$ cat src/include/vtp_regs.svh
// Register map, field positions and counts of the vector placement block
// Assumes inclusion by bare name from include/
`ifndef VTP_REGS_SVH
`define VTP_REGS_SVH

`define VTP_AW 12
`define VTP_ADDR_CTRL 12'h000
`define VTP_ADDR_STAT 12'h004
`define VTP_ADDR_VEC 12'h008

`define VTP_CTRL_RST 8'h00
`define VTP_BIT_VCE 0
`define VTP_BIT_SEL 1
`define VTP_BIT_PUD 4
`define VTP_BIT_DBG 7

`define VTP_WIN_CYC 3'h4

`define VTP_FUSE_RST 5'h1F
`define VTP_FZ_SIZE 1:0
`define VTP_FZ_BRST 2
`define VTP_FZ_BLCK 3
`define VTP_FZ_ALCK 4

`define VTP_RESET_APP 13'h0000
`define VTP_BOOT_SZ0 13'h1C00
`define VTP_BOOT_SZ1 13'h1E00
`define VTP_BOOT_SZ2 13'h1F00
`define VTP_BOOT_SZ3 13'h1F80

`endif

$ cat src/include/vtp_pkg.sv
// Types of the vector placement block
// Assumes nothing beyond a SystemVerilog compiler
package vtp_pkg;
  typedef enum logic [1:0] {
    VTP_IDLE,
    VTP_OPEN,
    VTP_HOLD
  } vtp_seq_state_t;
  typedef logic [12:0] vtp_waddr_t;
endpackage

$ cat src/include/vtp_seq_if.sv
// Carrier between the register side and the change sequencer
// Assumes both ends run on the same clock
`timescale 1ns/1ps
`default_nettype none
interface vtp_seq_if;
  logic open_req;
  logic sel_wr;
  logic sel_val;
  logic instr_done;
  logic ce;
  logic sel;
  logic sel_nx;
  logic mask_nx;
  modport seq (input open_req, input sel_wr, input sel_val,
    input instr_done, output ce, output sel, output sel_nx,
    output mask_nx);
  modport ctrl (output open_req, output sel_wr, output sel_val,
    output instr_done, input ce, input sel, input sel_nx,
    input mask_nx);
endinterface
`default_nettype wire

$ cat src/core/vtp_ctrl.sv
// Vector table placement control with APB register access
// Assumes fuse and lock levels arrive asynchronously; core on ref_clk
//
// Added by the designer: the APB register port and the placing of the registers.
`timescale 1ns/1ps
`default_nettype none
`include "vtp_regs.svh"
module vtp_ctrl (
  input wire logic ref_clk,
  input wire logic nrst,
  input wire logic [11:0] paddr,
  input wire logic psel,
  input wire logic penable,
  input wire logic pwrite,
  input wire logic [31:0] pwdata,
  input wire logic [3:0] pstrb,
  output var logic [31:0] prdata_q,
  output var logic pready_q,
  output var logic pslverr_q,
  input wire logic [12:0] pc_word,
  input wire logic instr_done,
  input wire logic [4:0] vec_num,
  input wire logic boot_reset_fuse,
  input wire logic [1:0] boot_size_fuses,
  input wire logic app_boot_lock_bit,
  input wire logic boot_boot_lock_bit,
  output var logic [12:0] vec_addr_q,
  output var logic [12:0] vec_base_q,
  output var logic [12:0] reset_addr_q,
  output var logic irq_block_q,
  output var logic pullup_off_q
);
  vtp_seq_if sq ();

  logic [4:0] fz_meta_q;
  logic [4:0] fz_q;
  logic pud_q;
  logic dbg_q;
  logic mask_q;

  // Fuses and locks are pins: two stages before use
  always_ff @(posedge ref_clk) begin
    if (!nrst) begin
      fz_meta_q <= `VTP_FUSE_RST;
      fz_q <= `VTP_FUSE_RST;
    end else begin
      fz_meta_q <= {app_boot_lock_bit, boot_boot_lock_bit,
        boot_reset_fuse, boot_size_fuses};
      fz_q <= fz_meta_q;
    end
  end

  wire logic [1:0] size_w = fz_q[`VTP_FZ_SIZE];
  wire logic brst_prog_w = !fz_q[`VTP_FZ_BRST];
  wire logic blck_prog_w = !fz_q[`VTP_FZ_BLCK];
  wire logic alck_prog_w = !fz_q[`VTP_FZ_ALCK];

  wire vtp_pkg::vtp_waddr_t boot_start_w =
    (size_w == 2'h0) ? `VTP_BOOT_SZ0 :
    (size_w == 2'h1) ? `VTP_BOOT_SZ1 :
    (size_w == 2'h2) ? `VTP_BOOT_SZ2 : `VTP_BOOT_SZ3;

  // table base follows the select bit
  wire vtp_pkg::vtp_waddr_t base_w =
    sq.sel_nx ? boot_start_w : `VTP_RESET_APP;

  // base plus two words per vector
  wire vtp_pkg::vtp_waddr_t vaddr_w =
    13'(base_w + {7'h00, vec_num, 1'b0});

  // reset entry from the reset fuse
  wire vtp_pkg::vtp_waddr_t rst_w =
    brst_prog_w ? boot_start_w : `VTP_RESET_APP;

  wire logic in_boot_w = (pc_word >= boot_start_w);

  // app code with boot vectors and app lock
  wire logic app_blk_w = sq.sel_nx && alck_prog_w && !in_boot_w;
  // boot code with app vectors and boot lock
  wire logic boot_blk_w = !sq.sel_nx && blck_prog_w && in_boot_w;

  // separate gate, status I-bit never written
  wire logic blk_w = sq.mask_nx || app_blk_w || boot_blk_w;

  // APB decode; writes land on the access edge
  wire logic setup_w = psel && !penable;
  wire logic acc_w = psel && penable && pready_q;
  wire logic hit_ctrl_w = (paddr == `VTP_ADDR_CTRL);
  wire logic hit_stat_w = (paddr == `VTP_ADDR_STAT);
  wire logic hit_vec_w = (paddr == `VTP_ADDR_VEC);
  wire logic hit_w = hit_ctrl_w || hit_stat_w || hit_vec_w;
  wire logic wr_ctrl_w = acc_w && pwrite && hit_ctrl_w && pstrb[0];

  // software pair of writes arrives here
  assign sq.open_req = wr_ctrl_w && pwdata[`VTP_BIT_VCE];
  assign sq.sel_wr = wr_ctrl_w && !pwdata[`VTP_BIT_VCE];
  assign sq.sel_val = pwdata[`VTP_BIT_SEL];
  assign sq.instr_done = instr_done;

  wire logic [7:0] ctrl_rd_w = {dbg_q, 2'h0, pud_q, 2'h0,
    sq.sel, sq.ce};
  wire logic [31:0] stat_rd_w = {23'h000000, fz_q, irq_block_q,
    mask_q, sq.sel, sq.ce};
  wire logic [31:0] vec_rd_w = {3'h0, reset_addr_q, 3'h0, vec_base_q};
  wire logic [31:0] rdata_w =
    hit_ctrl_w ? {24'h000000, ctrl_rd_w} :
    hit_stat_w ? stat_rd_w :
    hit_vec_w ? vec_rd_w : 32'h00000000;

  vtp_seq u_seq (
    .ref_clk(ref_clk),
    .nrst(nrst),
    .sq(sq.seq)
  );

  // Zero-wait slave: ready is raised for the access cycle only
  always_ff @(posedge ref_clk) begin
    if (!nrst) begin
      pready_q <= 1'b0;
      pslverr_q <= 1'b0;
      prdata_q <= 32'h00000000;
    end else begin
      pready_q <= setup_w;
      pslverr_q <= setup_w && !hit_w;
      prdata_q <= setup_w ? rdata_w : 32'h00000000;
    end
  end

  // Plain control bits; the enable pair lives in the sequencer
  always_ff @(posedge ref_clk) begin
    if (!nrst) begin
      pud_q <= 1'(`VTP_CTRL_RST >> `VTP_BIT_PUD);
      dbg_q <= 1'b0;
    end else if (wr_ctrl_w) begin
      pud_q <= pwdata[`VTP_BIT_PUD];
      dbg_q <= pwdata[`VTP_BIT_DBG];
    end
  end

  always_ff @(posedge ref_clk) begin
    if (!nrst) begin
      mask_q <= 1'b0;
      irq_block_q <= 1'b0;
      pullup_off_q <= 1'b0;
      vec_base_q <= `VTP_RESET_APP;
      vec_addr_q <= `VTP_RESET_APP;
      reset_addr_q <= `VTP_RESET_APP;
    end else begin
      mask_q <= sq.mask_nx;
      irq_block_q <= blk_w;
      pullup_off_q <= wr_ctrl_w ? pwdata[`VTP_BIT_PUD] : pud_q;
      vec_base_q <= base_w;
      vec_addr_q <= vaddr_w;
      reset_addr_q <= rst_w;
    end
  end
endmodule
`default_nettype wire

$ cat src/core/vtp_seq.sv
// Timed change sequence for the vector select bit
// Assumes one-cycle write pulses from the register side
`timescale 1ns/1ps
`default_nettype none
`include "vtp_regs.svh"
module vtp_seq (
  input wire logic ref_clk,
  input wire logic nrst,
  vtp_seq_if.seq sq
);
  vtp_pkg::vtp_seq_state_t state_q, state_d;
  logic [2:0] cnt_q, cnt_d;
  logic sel_q, sel_d;

  always_comb begin
    state_d = state_q;
    cnt_d = cnt_q;
    sel_d = sel_q;
    case (state_q)
      vtp_pkg::VTP_OPEN: begin
        if (sq.open_req) begin
          cnt_d = `VTP_WIN_CYC;
        end else if (sq.sel_wr) begin
          sel_d = sq.sel_val;
          state_d = vtp_pkg::VTP_HOLD;
        end else if (cnt_q == 3'h1) begin
          state_d = vtp_pkg::VTP_IDLE;
        end else begin
          cnt_d = cnt_q - 3'h1;
        end
      end
      vtp_pkg::VTP_HOLD: begin
        if (sq.open_req) begin
          state_d = vtp_pkg::VTP_OPEN;
          cnt_d = `VTP_WIN_CYC;
        end else if (sq.instr_done) begin
          state_d = vtp_pkg::VTP_IDLE;
        end
      end
      vtp_pkg::VTP_IDLE: begin
        if (sq.open_req) begin
          state_d = vtp_pkg::VTP_OPEN;
          cnt_d = `VTP_WIN_CYC;
        end
      end
      default: begin
        state_d = vtp_pkg::VTP_IDLE;
      end
    endcase
  end

  always_ff @(posedge ref_clk) begin
    if (!nrst) begin
      state_q <= vtp_pkg::VTP_IDLE;
      cnt_q <= 3'h0;
      sel_q <= 1'b0;
    end else begin
      state_q <= state_d;
      cnt_q <= cnt_d;
      sel_q <= sel_d;
    end
  end

  assign sq.ce = (state_q == vtp_pkg::VTP_OPEN);
  assign sq.sel = sel_q;
  assign sq.sel_nx = sel_d;
  assign sq.mask_nx = (state_d != vtp_pkg::VTP_IDLE);
endmodule
`default_nettype wire

$ cat config.mk
export PLATFORM = sky130hd
export DESIGN_NAME = vtp_ctrl
export DESIGN_NICKNAME = d
export VERILOG_FILES = /design/src/include/vtp_pkg.sv /design/src/include/vtp_seq_if.sv /design/src/core/vtp_ctrl.sv /design/src/core/vtp_seq.sv
export VERILOG_INCLUDE_DIRS = /design/src /design/src/include
export SDC_FILE = /design/constraint.sdc
export NUM_CORES = 1
export LEC_CHECK = 0
export ABC_AREA = 0
export BUFFER_PORTS_ARGS = -buffer_cell sky130_fd_sc_hd__buf_2
export CORE_ASPECT_RATIO = 0.6
export CORE_UTILIZATION = 29
export CTS_BUF_LIST = sky130_fd_sc_hd__clkbuf_8
export CTS_CLUSTER_SIZE = 8
export DETAILED_ROUTE_END_ITERATION = 12
export PLACE_DENSITY = 0.7
export REMOVE_ABC_BUFFERS = 1
export SYNTH_ARGS = -nofsm -noshare
export SYNTH_HDL_FRONTEND = slang
export SYNTH_SLANG_ARGS = --single-unit
export TNS_END_PERCENT = 50
$ cat constraint.sdc
create_clock -name ref_clk -period 2.1 [get_ports ref_clk]
set_input_delay 0 -clock ref_clk [delete_from_list [all_inputs] [get_ports ref_clk]]
set_output_delay 0 -clock ref_clk [all_outputs]
set_load 0.01 [all_outputs]
==> results of run 1 <==
[sequential cells by signal, indices dropped and copies added, names as in the netlist]
register       flops
reset_addr_q       4
pready_q           1
vec_base_q         4
irq_block_q        1
fz_q               5
u_seq.state_q      2
dbg_q              1
pullup_off_q       1
fz_meta_q          5
mask_q             1
pslverr_q          1
vec_addr_q         5
u_seq.cnt_q        3
prdata_q          15
[worst max-delay path by stage]
| stage | startpoint | endpoint | slack (ns) | depth (start not counted) |
|---|---|---|---|---|
| after global routing | fz_q[1]$_SDFF_PN1_ | irq_block_q$_SDFF_PN0_ | 0.12 | 8 |
| after CTS | fz_q[1]$_SDFF_PN1_ | irq_block_q$_SDFF_PN0_ | 0.08 | 8 |
| after detailed placement | fz_q[1]$_SDFF_PN1_ | irq_block_q$_SDFF_PN0_ | 0.11 | 8 |
| after global placement | fz_q[0]$_SDFF_PN1_ | irq_block_q$_SDFF_PN0_ | 0.15 | 8 |
| after floorplan | fz_q[1]$_SDFF_PN1_ | irq_block_q$_SDFF_PN0_ | 0.33 | 8 |
| final | fz_q[1]$_SDFF_PN1_ | irq_block_q$_SDFF_PN0_ | 0.23 | 8 |
[power groups by stage]
stage,combinational [uW],sequential (uW),clock [uW]
after floorplan,54.8,978,0
after global placement,129,975,0
after detailed placement,132,976,0
after CTS,156,954,575
after global routing,182,956,614
final,163,954,558
[cell type report]
type	instances	area (sq um)
clock buffers	5	68.8
clock inverters	3	22.5
fillers	681	4090
inverters	12	45.0
multi-input cells	144	848
flip-flops and latches	49	986
well taps	87	109
repair buffers	111	648
[routing by layer]
metal / vias up / part of all wire, % / GRT usage, %
li1: 867 / - / -
met1: 729 / 48 / 15.3
met2: 62 / 43 / 18.5
met3: 5 / 7.8 / 3.81
met4: 0 / 1.0 / 3.55
met5: - / 0 / 0
[repair_timing]
action                                  CTS  global route
endpoints found under the setup margin    0             1
gates resized for setup                   0             9
hold buffers                             17             0
endpoints found under the hold margin    19             0
setup buffers                             0             2
[kinds of logic (layout without fill, tap and decap cells)]
family / after synthesis / count (layout) / synth area share [%]
AO/OA/AOI/OAI: 20 / 20 / 7.05
adder cells (fa/ha/maj): 5 / 5 / 2.99
buffers and inverters: 61 / 131 / 18.9
flip-flops: 49 / 49 / 46.8
multiplexers: 2 / 2 / 0.956
other: 1 / 29 / 0.179
AND/OR/NAND/NOR: 88 / 88 / 23.1
[worst reg2reg max path: stages, from the launching register on]
cell	delay (ns)
dfxtp_4	0.37
nand2_4	0.06
inv_1	0.04
ha_1	0.25
nor4b_2	0.16
a2111oi_2	0.36
nor3_1	0.13
a2111o_1	0.37
o221ai_2	0.07
[metrics by stage]
step | total power (uW) | setup slack [ns] | area [sq um] | hold slack, ns | util [%]
after floorplan | 1030 | 0.329 | 1850 | 0.0730 | -
after global routing | 1750 | 0.119 | 2730 | 0.0650 | 40.0
after global placement | 1100 | 0.148 | 2420 | 0.185 | 35.5
final | 1670 | 0.226 | 2730 | 0.0384 | 40.0
after CTS | 1680 | 0.0828 | 2680 | 0.0369 | 39.3
after detailed placement | 1110 | 0.110 | 2420 | 0.186 | 35.5
[cell usage after synthesis, types with 2 or more instances]
master	count	area [sq um]
or3_1	2	12.5
nand4_1	3	18.8
o21ai_0	4	20.0
inv_1	12	45.0
and3_1	4	25.0
mux2i_1	2	20.0
and2_1	11	68.8
nand2b_1	13	81.3
clkbuf_1	3	11.3
nand2_1	20	75.1
buf_4	44	330
nor2_1	15	56.3
dfxtp_1	49	981
nor3_1	8	40.0
ha_1	5	62.6
a21oi_1	3	15.0
buf_2	2	10.0
nor4_1	3	18.8
==> metrics.yaml, run 1 <==
synth:
  yosysWarnings: 0
  synth_cell_types: 41
  async_flop_share_pct: 0
  syn_area_sq_mm: 0.00209
  synth-seq-cells: 49
  synth_edf_count: 0
  avgSynthCellArea_sq_um: 9.27
  ys_seq_area_share_pct: 46.8
  synth_ff_type: "dfxtp_1"
  netlist_instances: 226
clock_network:
  cts_sinks: 49
  clk_pin_slew_worst_paths_ns: 0.10
  numCtsBuffers: 5
  ctsRootBufferMaster: "clkbuf_8"
  cts_tree: "built"
  clockBufferDepth: 2
  clk_latency_ns: 0.30
  cts_htree_levels: 2
power_and_ir_drop:
  p_leak_uw: 0.00138
  p_clk_share_pct: 33.3
  power.net_switching_uw: 413
  powerDensity_mw_per_mm2: 614
  comb_power_share_pct: 9.7
  pwr-share-seq_pct: 56.9
  ir_drop_mv: 0.236
  switching_share_pct: 24.7
  internal_power_uw: 1260
final_layout:
  drive_gt1_share_pct: 34.6
  layout.cells.non_filler: 411
  final_nets: 405
  final_common_cell: "buf_2"
  mostFrequentLayoutCells: "buf_2 (91), dfxtp_1 (47), conb_1 (29)"
  num_antenna_cells: 0
  area_growth_pct: 30.2
grt:
  globalRouteOverflowTotal: 0
  grt_first_pass_wirelength_um: 6840
  grt_use_total_pct: 11.7
  antenna_found_initial: 0
  grt_pass1_vias: 1473
  grt_max_degree: 24
timing:
  clock_skew_ns: 0.0106
  max_freq_mhz: 534
  period_share_pct: 89.2
  hold_violations: 0
  period_needed_ns: 1.87
  rsz0062_at_grt: "false"
  tns_ns: 0
  finalSetupViolations: 0
  drv_slew: 0
  tightest_slew_ns: 0.603
  max_slew_margin_pct: 59.5
floorplan:
  fp.coreArea_sq_mm: 0.00682
  die_x_um: 112
  dieArea_sq_mm: 0.00758
  io-pin-count: 152
  initial_core_util_pct: 30.7
  row_count: 23
  die_y_um: 67.8
min_path:
  hp-class: "in2reg"
  hold_depth: 2
  holdPathEnd: "prdata_q[12]$_SDFF_PP0_"
  hp-start: "paddr[2]"
placement:
  gp_congestion: 0.836
  post-dp-hpwl_um: 3500
  dp_cells: 384
  port_buffers: 91
run_status:
  violations: "design-rule violations"
  status: "finished with violations"
critical_path:
  critPathArrivalTime_ns: 2.10
  crit_required_ns: 2.33
  timing.rr.end: "irq_block_q$_SDFF_PN0_"
  rr_worst_depth: 8
  cp-start-kind: "flop"
  crit_path_cell_trace: "nand2_4, inv_1, ha_1, nor4b_2, a2111oi_2, nor3_1, a2111o_1, o221ai_2"
  r2r_start: "fz_q[1]$_SDFF_PN1_"
  critPathBufInv: 1
  ff2ff_setup_slack_ns: 0.23
  max_stage_delay_ns: 0.37
  critical_path_class: "reg2reg"
  endpoint_kind: "flop"
  worst_path_max_delay_cell: "dfxtp_4"
  crit_fanout: 4
  cp_top_family: "compound AO/OA/AOI/OAI gates"
route:
  drc: 8
  wire_per_inst_um: 10.9
  vias_per_cell: 4.05
  routed_wl_um: 4470
  first_pass_iters: 8
  first_iter_violations: 73
  via_count: 1663
  antenna_left: 0
run:
  max-cap-violations: 0
No activity file was read; power rests on OpenSTA's default activity.
==> run 2: changes to the inputs <==
Settings changed: SETUP_SLACK_MARGIN set to 0.3.
==> run 2 against run 1 <==
Against the previous run: the run still ends with design-rule violations left; sequential cell count is the same; cell count grew 0.49%; critical path depth is the same; core utilization is 1.7 points higher; largest power group unchanged; via count up 1.9%; clock skew about the same; highest routed layer unchanged; critical endpoint unchanged; combinational power rose by 14%; largest cell class unchanged.
==> metrics.yaml, run 2 (synthesis gave the netlist of run 1 again) <==
run_status:
  status: "finished with violations"
  violations: "design-rule violations"
floorplan:
  die_x_um: 112
  io-pin-count: 152
  fp.coreArea_sq_mm: 0.00682
  dieArea_sq_mm: 0.00758
  row_count: 23
  initial_core_util_pct: 30.7
  die_y_um: 67.8
critical_path:
  critical_path_class: "reg2reg"
  critPathArrivalTime_ns: 2.01
  crit_required_ns: 2.33
  cp-start-kind: "flop"
  r2r_start: "fz_q[1]$_SDFF_PN1_"
  endpoint_kind: "flop"
  ff2ff_setup_slack_ns: 0.32
  setup.worst_path.end: "irq_block_q$_SDFF_PN0_"
  timing.rr.end: "irq_block_q$_SDFF_PN0_"
  crit_fanout: 2
  cp-startpoint: "fz_q[1]$_SDFF_PN1_"
  rr_worst_depth: 8
clock_network:
  cts_sinks: 49
  cts_tree: "built"
  clk_latency_ns: 0.30
  cts_htree_levels: 2
  clk_pin_slew_worst_paths_ns: 0.10
  clockBufferDepth: 2
  numCtsBuffers: 5
  ctsRootBufferMaster: "clkbuf_8"
timing:
  clock_skew_ns: 0.0104
  drv_slew: 0
  hold_violations: 0
  tns_ns: 0
  rsz0062_at_grt: "true"
  max_freq_mhz: 562
  tightest_slew_ns: 0.582
  setup_ws_ns: 0.320
  finalSetupViolations: 0
  max_slew_margin_pct: 60.8
  period_needed_ns: 1.78
  period_share_pct: 84.8
min_path:
  hp-class: "in2reg"
final_layout:
  drive_gt1_share_pct: 39.3
  largest_register_ffs: 15
  top_register: "prdata_q"
  fillCellCount: 667
  area_growth_pct: 35.6
  final_common_cell: "buf_2"
  fin_util_pct: 41.6
  multiInputGateArea_sq_um: 941
  num_antenna_cells: 0
  final_nets: 407
  layout.cells.non_filler: 413
  regArea_sq_um: 985
  mostFrequentLayoutCells: "buf_2 (91), dfxtp_1 (46), conb_1 (29)"
placement:
  post-dp-hpwl_um: 3500
  dp_slack_ns: 0.110
  dp_cells: 384
  port_buffers: 91
  gp_congestion: 0.836
power_and_ir_drop:
  p_leak_uw: 0.00140
  ir_drop_mv: 0.236
  powerDensity_mw_per_mm2: 598
grt:
  antenna_found_initial: 0
  grt_first_pass_wirelength_um: 7010
  grt_pass1_vias: 1521
  globalRouteOverflowTotal: 0
  grt_use_total_pct: 12.0
  grt_max_degree: 24
route:
  vias_per_cell: 4.10
  routed_wl_um: 4710
  antenna_left: 0
  via_count: 1695
  first_pass_iters: 8
  drc: 8
  wire_per_inst_um: 11.4
  first_iter_violations: 75
run:
  max-cap-violations: 0
run 2: cell types whose count changed in the layout (fill, tap and decap cells not counted), sizes merged:
cell  delta
buf      +2
run 2: worst min path at each step:
stage,from,cells after the start,endpoint
final,paddr[2],2,prdata_q[12]$_SDFF_PP0_
after global routing,paddr[2],2,prdata_q[12]$_SDFF_PP0_
after CTS,paddr[2],2,prdata_q[12]$_SDFF_PP0_
after detailed placement,boot_size_fuses[1],2,fz_meta_q[1]$_SDFF_PN1_
after global placement,boot_size_fuses[1],2,fz_meta_q[1]$_SDFF_PN1_
after floorplan,nrst,1,fz_q[0]$_SDFF_PN1_
run 2: cell type report:
| type | count | share of cell area (%) |
|---|---|---|
| Sequential cell | 49 | 34.7 |
| Clock buffer | 5 | 2.42 |
| Timing Repair Buffer | 113 | 23.5 |
| Multi-Input combinational cell | 144 | 33.1 |
| Clock inverter | 3 | 0.793 |
| Tap cell | 87 | 3.83 |
| Inverter | 12 | 1.67 |
run 2: report_power, final:
part           leakage [uW]  switching (uW)  internal [uW]
Combinational      0.000954            94.8           91.4
Sequential         0.000399            7.41            946
Clock             0.0000481             321            237
Total               0.00140             424           1270
run 2: critical path, cell delays in order, from the launching register on:
cell and delay (ns):
dfxtp_2 0.35, nand2_2 0.07, inv_2 0.06, ha_4 0.18
nor4b_4 0.13, a2111oi_4 0.32, nor3_2 0.11, a2111o_1 0.40
o221ai_2 0.07
run 2: per-stage QoR:
step / area, sq um / power (uW) / hold slack [ns]
6_report: 2840 / 1700 / 0.0382
5_1_grt: 2840 / 1780 / 0.0650
4_1_cts: 2760 / 1700 / 0.0369
3_5_place_dp: 2420 / 1110 / 0.186
3_3_place_gp: 2420 / 1100 / 0.185
2_1_floorplan: 1850 / 1030 / 0.0730
run 2: per-layer routing:
| layer | track usage [%] | share of wire, % | wire length [um] |
|---|---|---|---|
| met5 | 0 | 0 | 0 |
| met4 | 4.22 | 1.4 | 67 |
| met3 | 3.81 | 7.8 | 365 |
| met2 | 19.0 | 45 | 2110 |
| met1 | 15.5 | 46 | 2160 |
run 2: repair_timing:
action                                  CTS  global route
endpoints found under the hold margin    19             0
resized for setup                        14            14
pin swaps                                 4             7
buffers inserted                          3             1
endpoints found under the setup margin    1             5
hold buffers                             17             0
==> run 3: changes to the inputs <==
Settings changed: ABC_AREA 0 to 1, PLACE_DENSITY 0.7 to 0.69.
Clock period 2.1 ns to 1.8 ns, I/O delays scaled along.
==> run 3 against run 2 <==
Against the previous run: first-iteration DRC count fell by 19%; non-clock buffer count is 7 lower; setup slack gained 0.061 ns; critical endpoint unchanged; critical path depth rose by 1; largest cell class unchanged; power is 25% higher; the run now ends clean; largest power group unchanged; critical path type unchanged.
==> metrics.yaml, run 3 <==
run_status:
  status: "complete, no violations"
critical_path:
  crit_path_cell_trace: "nor2_2, ha_1, nand4_1, o21a_1, nand2_2, nand2_1, nand2_1, nand2_1, nand2_1"
  crit_required_ns: 2.00
  cp_top_family: "simple AND/OR/NAND/NOR gates"
  critPathBufInv: 0
  critical_path_class: "reg2reg"
  max_stage_delay_ns: 0.35
  ff2ff_setup_slack_ns: 0.38
  crit_fanout: 3
  cp-start-kind: "flop"
  critPathArrivalTime_ns: 1.62
  endpoint_kind: "flop"
  crit_top_cell: "nand2_1"
  worst_path_max_delay_cell: "dfxtp_2"
placement:
  post-dp-hpwl_um: 3720
  placed_area_sq_mm: 0.00256
  gp_congestion: 0.718
  port_buffers: 91
synth:
  synth_top_area_share_pct: 44.5
  ys_top_cells_by_area: "dfxtp_1 (44%), buf_4 (15%), inv_1 (6.6%)"
  yosys.area.top_type: "dfxtp_1"
  synth_cell_types: 36
  avgSynthCellArea_sq_um: 8.26
  syn_area_sq_mm: 0.00220
  synth-seq-cells: 49
  async_flop_share_pct: 0
  yosysWarnings: 0
  yosys-top-cells-count: "dfxtp_1 (49), buf_4 (44), inv_1 (39)"
  ys_seq_area_share_pct: 44.5
  synth_edf_count: 0
  netlist_instances: 267
  synth_ff_type: "dfxtp_1"
  synth.most_common_cell: "dfxtp_1"
run:
  max-cap-violations: 0
floorplan:
  io-pin-count: 152
  dieArea_sq_mm: 0.00797
  initial_core_util_pct: 30.2
  fp.coreArea_sq_mm: 0.00730
  die_x_um: 115
  row_count: 24
  die_y_um: 69.5
timing:
  period_needed_ns: 1.42
  finalSetupViolations: 0
  tns_ns: 0
  clock_skew_ns: 0.00681
  rsz0062_at_grt: "true"
  period_share_pct: 78.9
  timing.hold.ws_ns: 0.0153
  max_freq_mhz: 704
  hold_violations: 0
  drv_slew: 0
route:
  drc: 0
  routed_wl_um: 4740
  wire_per_inst_um: 10.1
  first_iter_violations: 61
  via_count: 1789
  vias_per_cell: 3.83
  antenna_left: 0
  first_pass_iters: 4
grt:
  grt_use_total_pct: 12.3
  globalRouteOverflowTotal: 0
  antenna_found_initial: 0
  grt_max_degree: 16
  grt_first_pass_wirelength_um: 7490
  grt_pass1_vias: 1712
final_layout:
  final_nets: 444
  design_area_sq_mm: 0.00286
  largest_register_ffs: 15
  final_common_cell: "buf_2"
  fin_util_pct: 39.2
  drive_gt1_share_pct: 38.3
  top_register: "prdata_q"
  mostFrequentLayoutCells: "buf_2 (91), dfxtp_1 (47), inv_1 (38)"
  area_growth_pct: 29.7
  num_antenna_cells: 0
power_and_ir_drop:
  p_leak_uw: 0.00151
  powerDensity_mw_per_mm2: 744
  ir_drop_mv: 0.264
clock_network:
  clk_pin_slew_worst_paths_ns: 0.09
  ctsRootBufferMaster: "clkbuf_8"
  clk_latency_ns: 0.30
  cts_htree_levels: 2
  clockBufferDepth: 2
  numCtsBuffers: 5
  cts_tree: "built"
  cts_sinks: 49
min_path:
  hp-class: "in2reg"
## run 3: changes by cell type in the layout (fill, tap and decap cells not counted), sizes merged, moves of 5 or more
cell    previous run  this run
nand2             20        40
or2                0        11
nor2              15        39
nand3              1         6
nand2b            13         0
and2              11         0
nor3               9         4
inv               12        41
## run 3: timing repair
item / CTS / global route
hold buffers: 14 / 0
setup buffers: 0 / 0
hold endpoints to repair: 13 / 0
setup endpoints to repair: 0 / 2
gates resized for setup: 0 / 9
## run 3: cell families (layout without fill, tap and decap cells)
| group | Yosys count | after routing | synth area share, % |
|---|---|---|---|
| and+or+nand+nor | 109 | 109 | 25.7 |
| buffers and inverters | 88 | 156 | 22.6 |
| DFF | 49 | 49 | 44.5 |
| AOI/OAI and AO/OA | 14 | 14 | 3.86 |
| adders and majority gates | 5 | 5 | 2.84 |
| other | 1 | 29 | 0.170 |
| xor gates and xnor gates | 1 | 1 | 0.397 |
## run 3: cell type report
class,instances,area [sq um]
Clock inverter,2,37.5
Inverter,42,159
Tap cell,104,130
Timing Repair Buffer,106,603
Sequential cell,49,983
Fill cell,764,4440
Multi-Input combinational cell,158,863
Clock buffer,6,82.6
## run 3: worst min-delay path, cell delays in order
cell	delay, ns
buf_2	0.10
nand2_1	0.05
nor2_1	0.09
## run 3: final timing paths
kind | startpoint | end | cells past startpoint
worst max-delay path | fz_q[1]$_SDFF_PN1_ | irq_block_q$_SDFF_PN0_ | 9
worst min-delay path | psel | pready_q$_SDFF_PN0_ | 3
worst max register to register | fz_q[1]$_SDFF_PN1_ | irq_block_q$_SDFF_PN0_ | 9
worst min register to register | fz_meta_q[1]$_SDFF_PN1_ | fz_q[1]$_SDFF_PN1_ | 1
## run 3: power by group
group / switching (uW) / internal (uW) / leakage [uW]
Sequential: 7.28 / 1100 / 0.000398
Clock: 367 / 452 / 0.0000574
Combinational: 106 / 89.7 / 0.00105
Total: 480 / 1650 / 0.00151
## run 3: routing by layer
layer / up-vias / track usage, % / wire [um]
li1: 922 / - / -
met3: 11 / 5.16 / 477
met4: 0 / 4.18 / 84
met5: - / 0 / 0
met1: 769 / 14.5 / 2110
met2: 87 / 20.2 / 2060
## run 3: metrics by stage
| step | worst slack (ns) | instances | total power (uW) |
|---|---|---|---|
| 3_3_place_gp | 0.314 | 445 | 1300 |
| 6_report | 0.380 | 467 | 2130 |
| 4_1_cts | 0.303 | 467 | 2150 |
| 2_1_floorplan | 0.517 | 249 | 1220 |
| 5_1_grt | 0.266 | 467 | 2240 |
| 3_5_place_dp | 0.340 | 445 | 1300 |
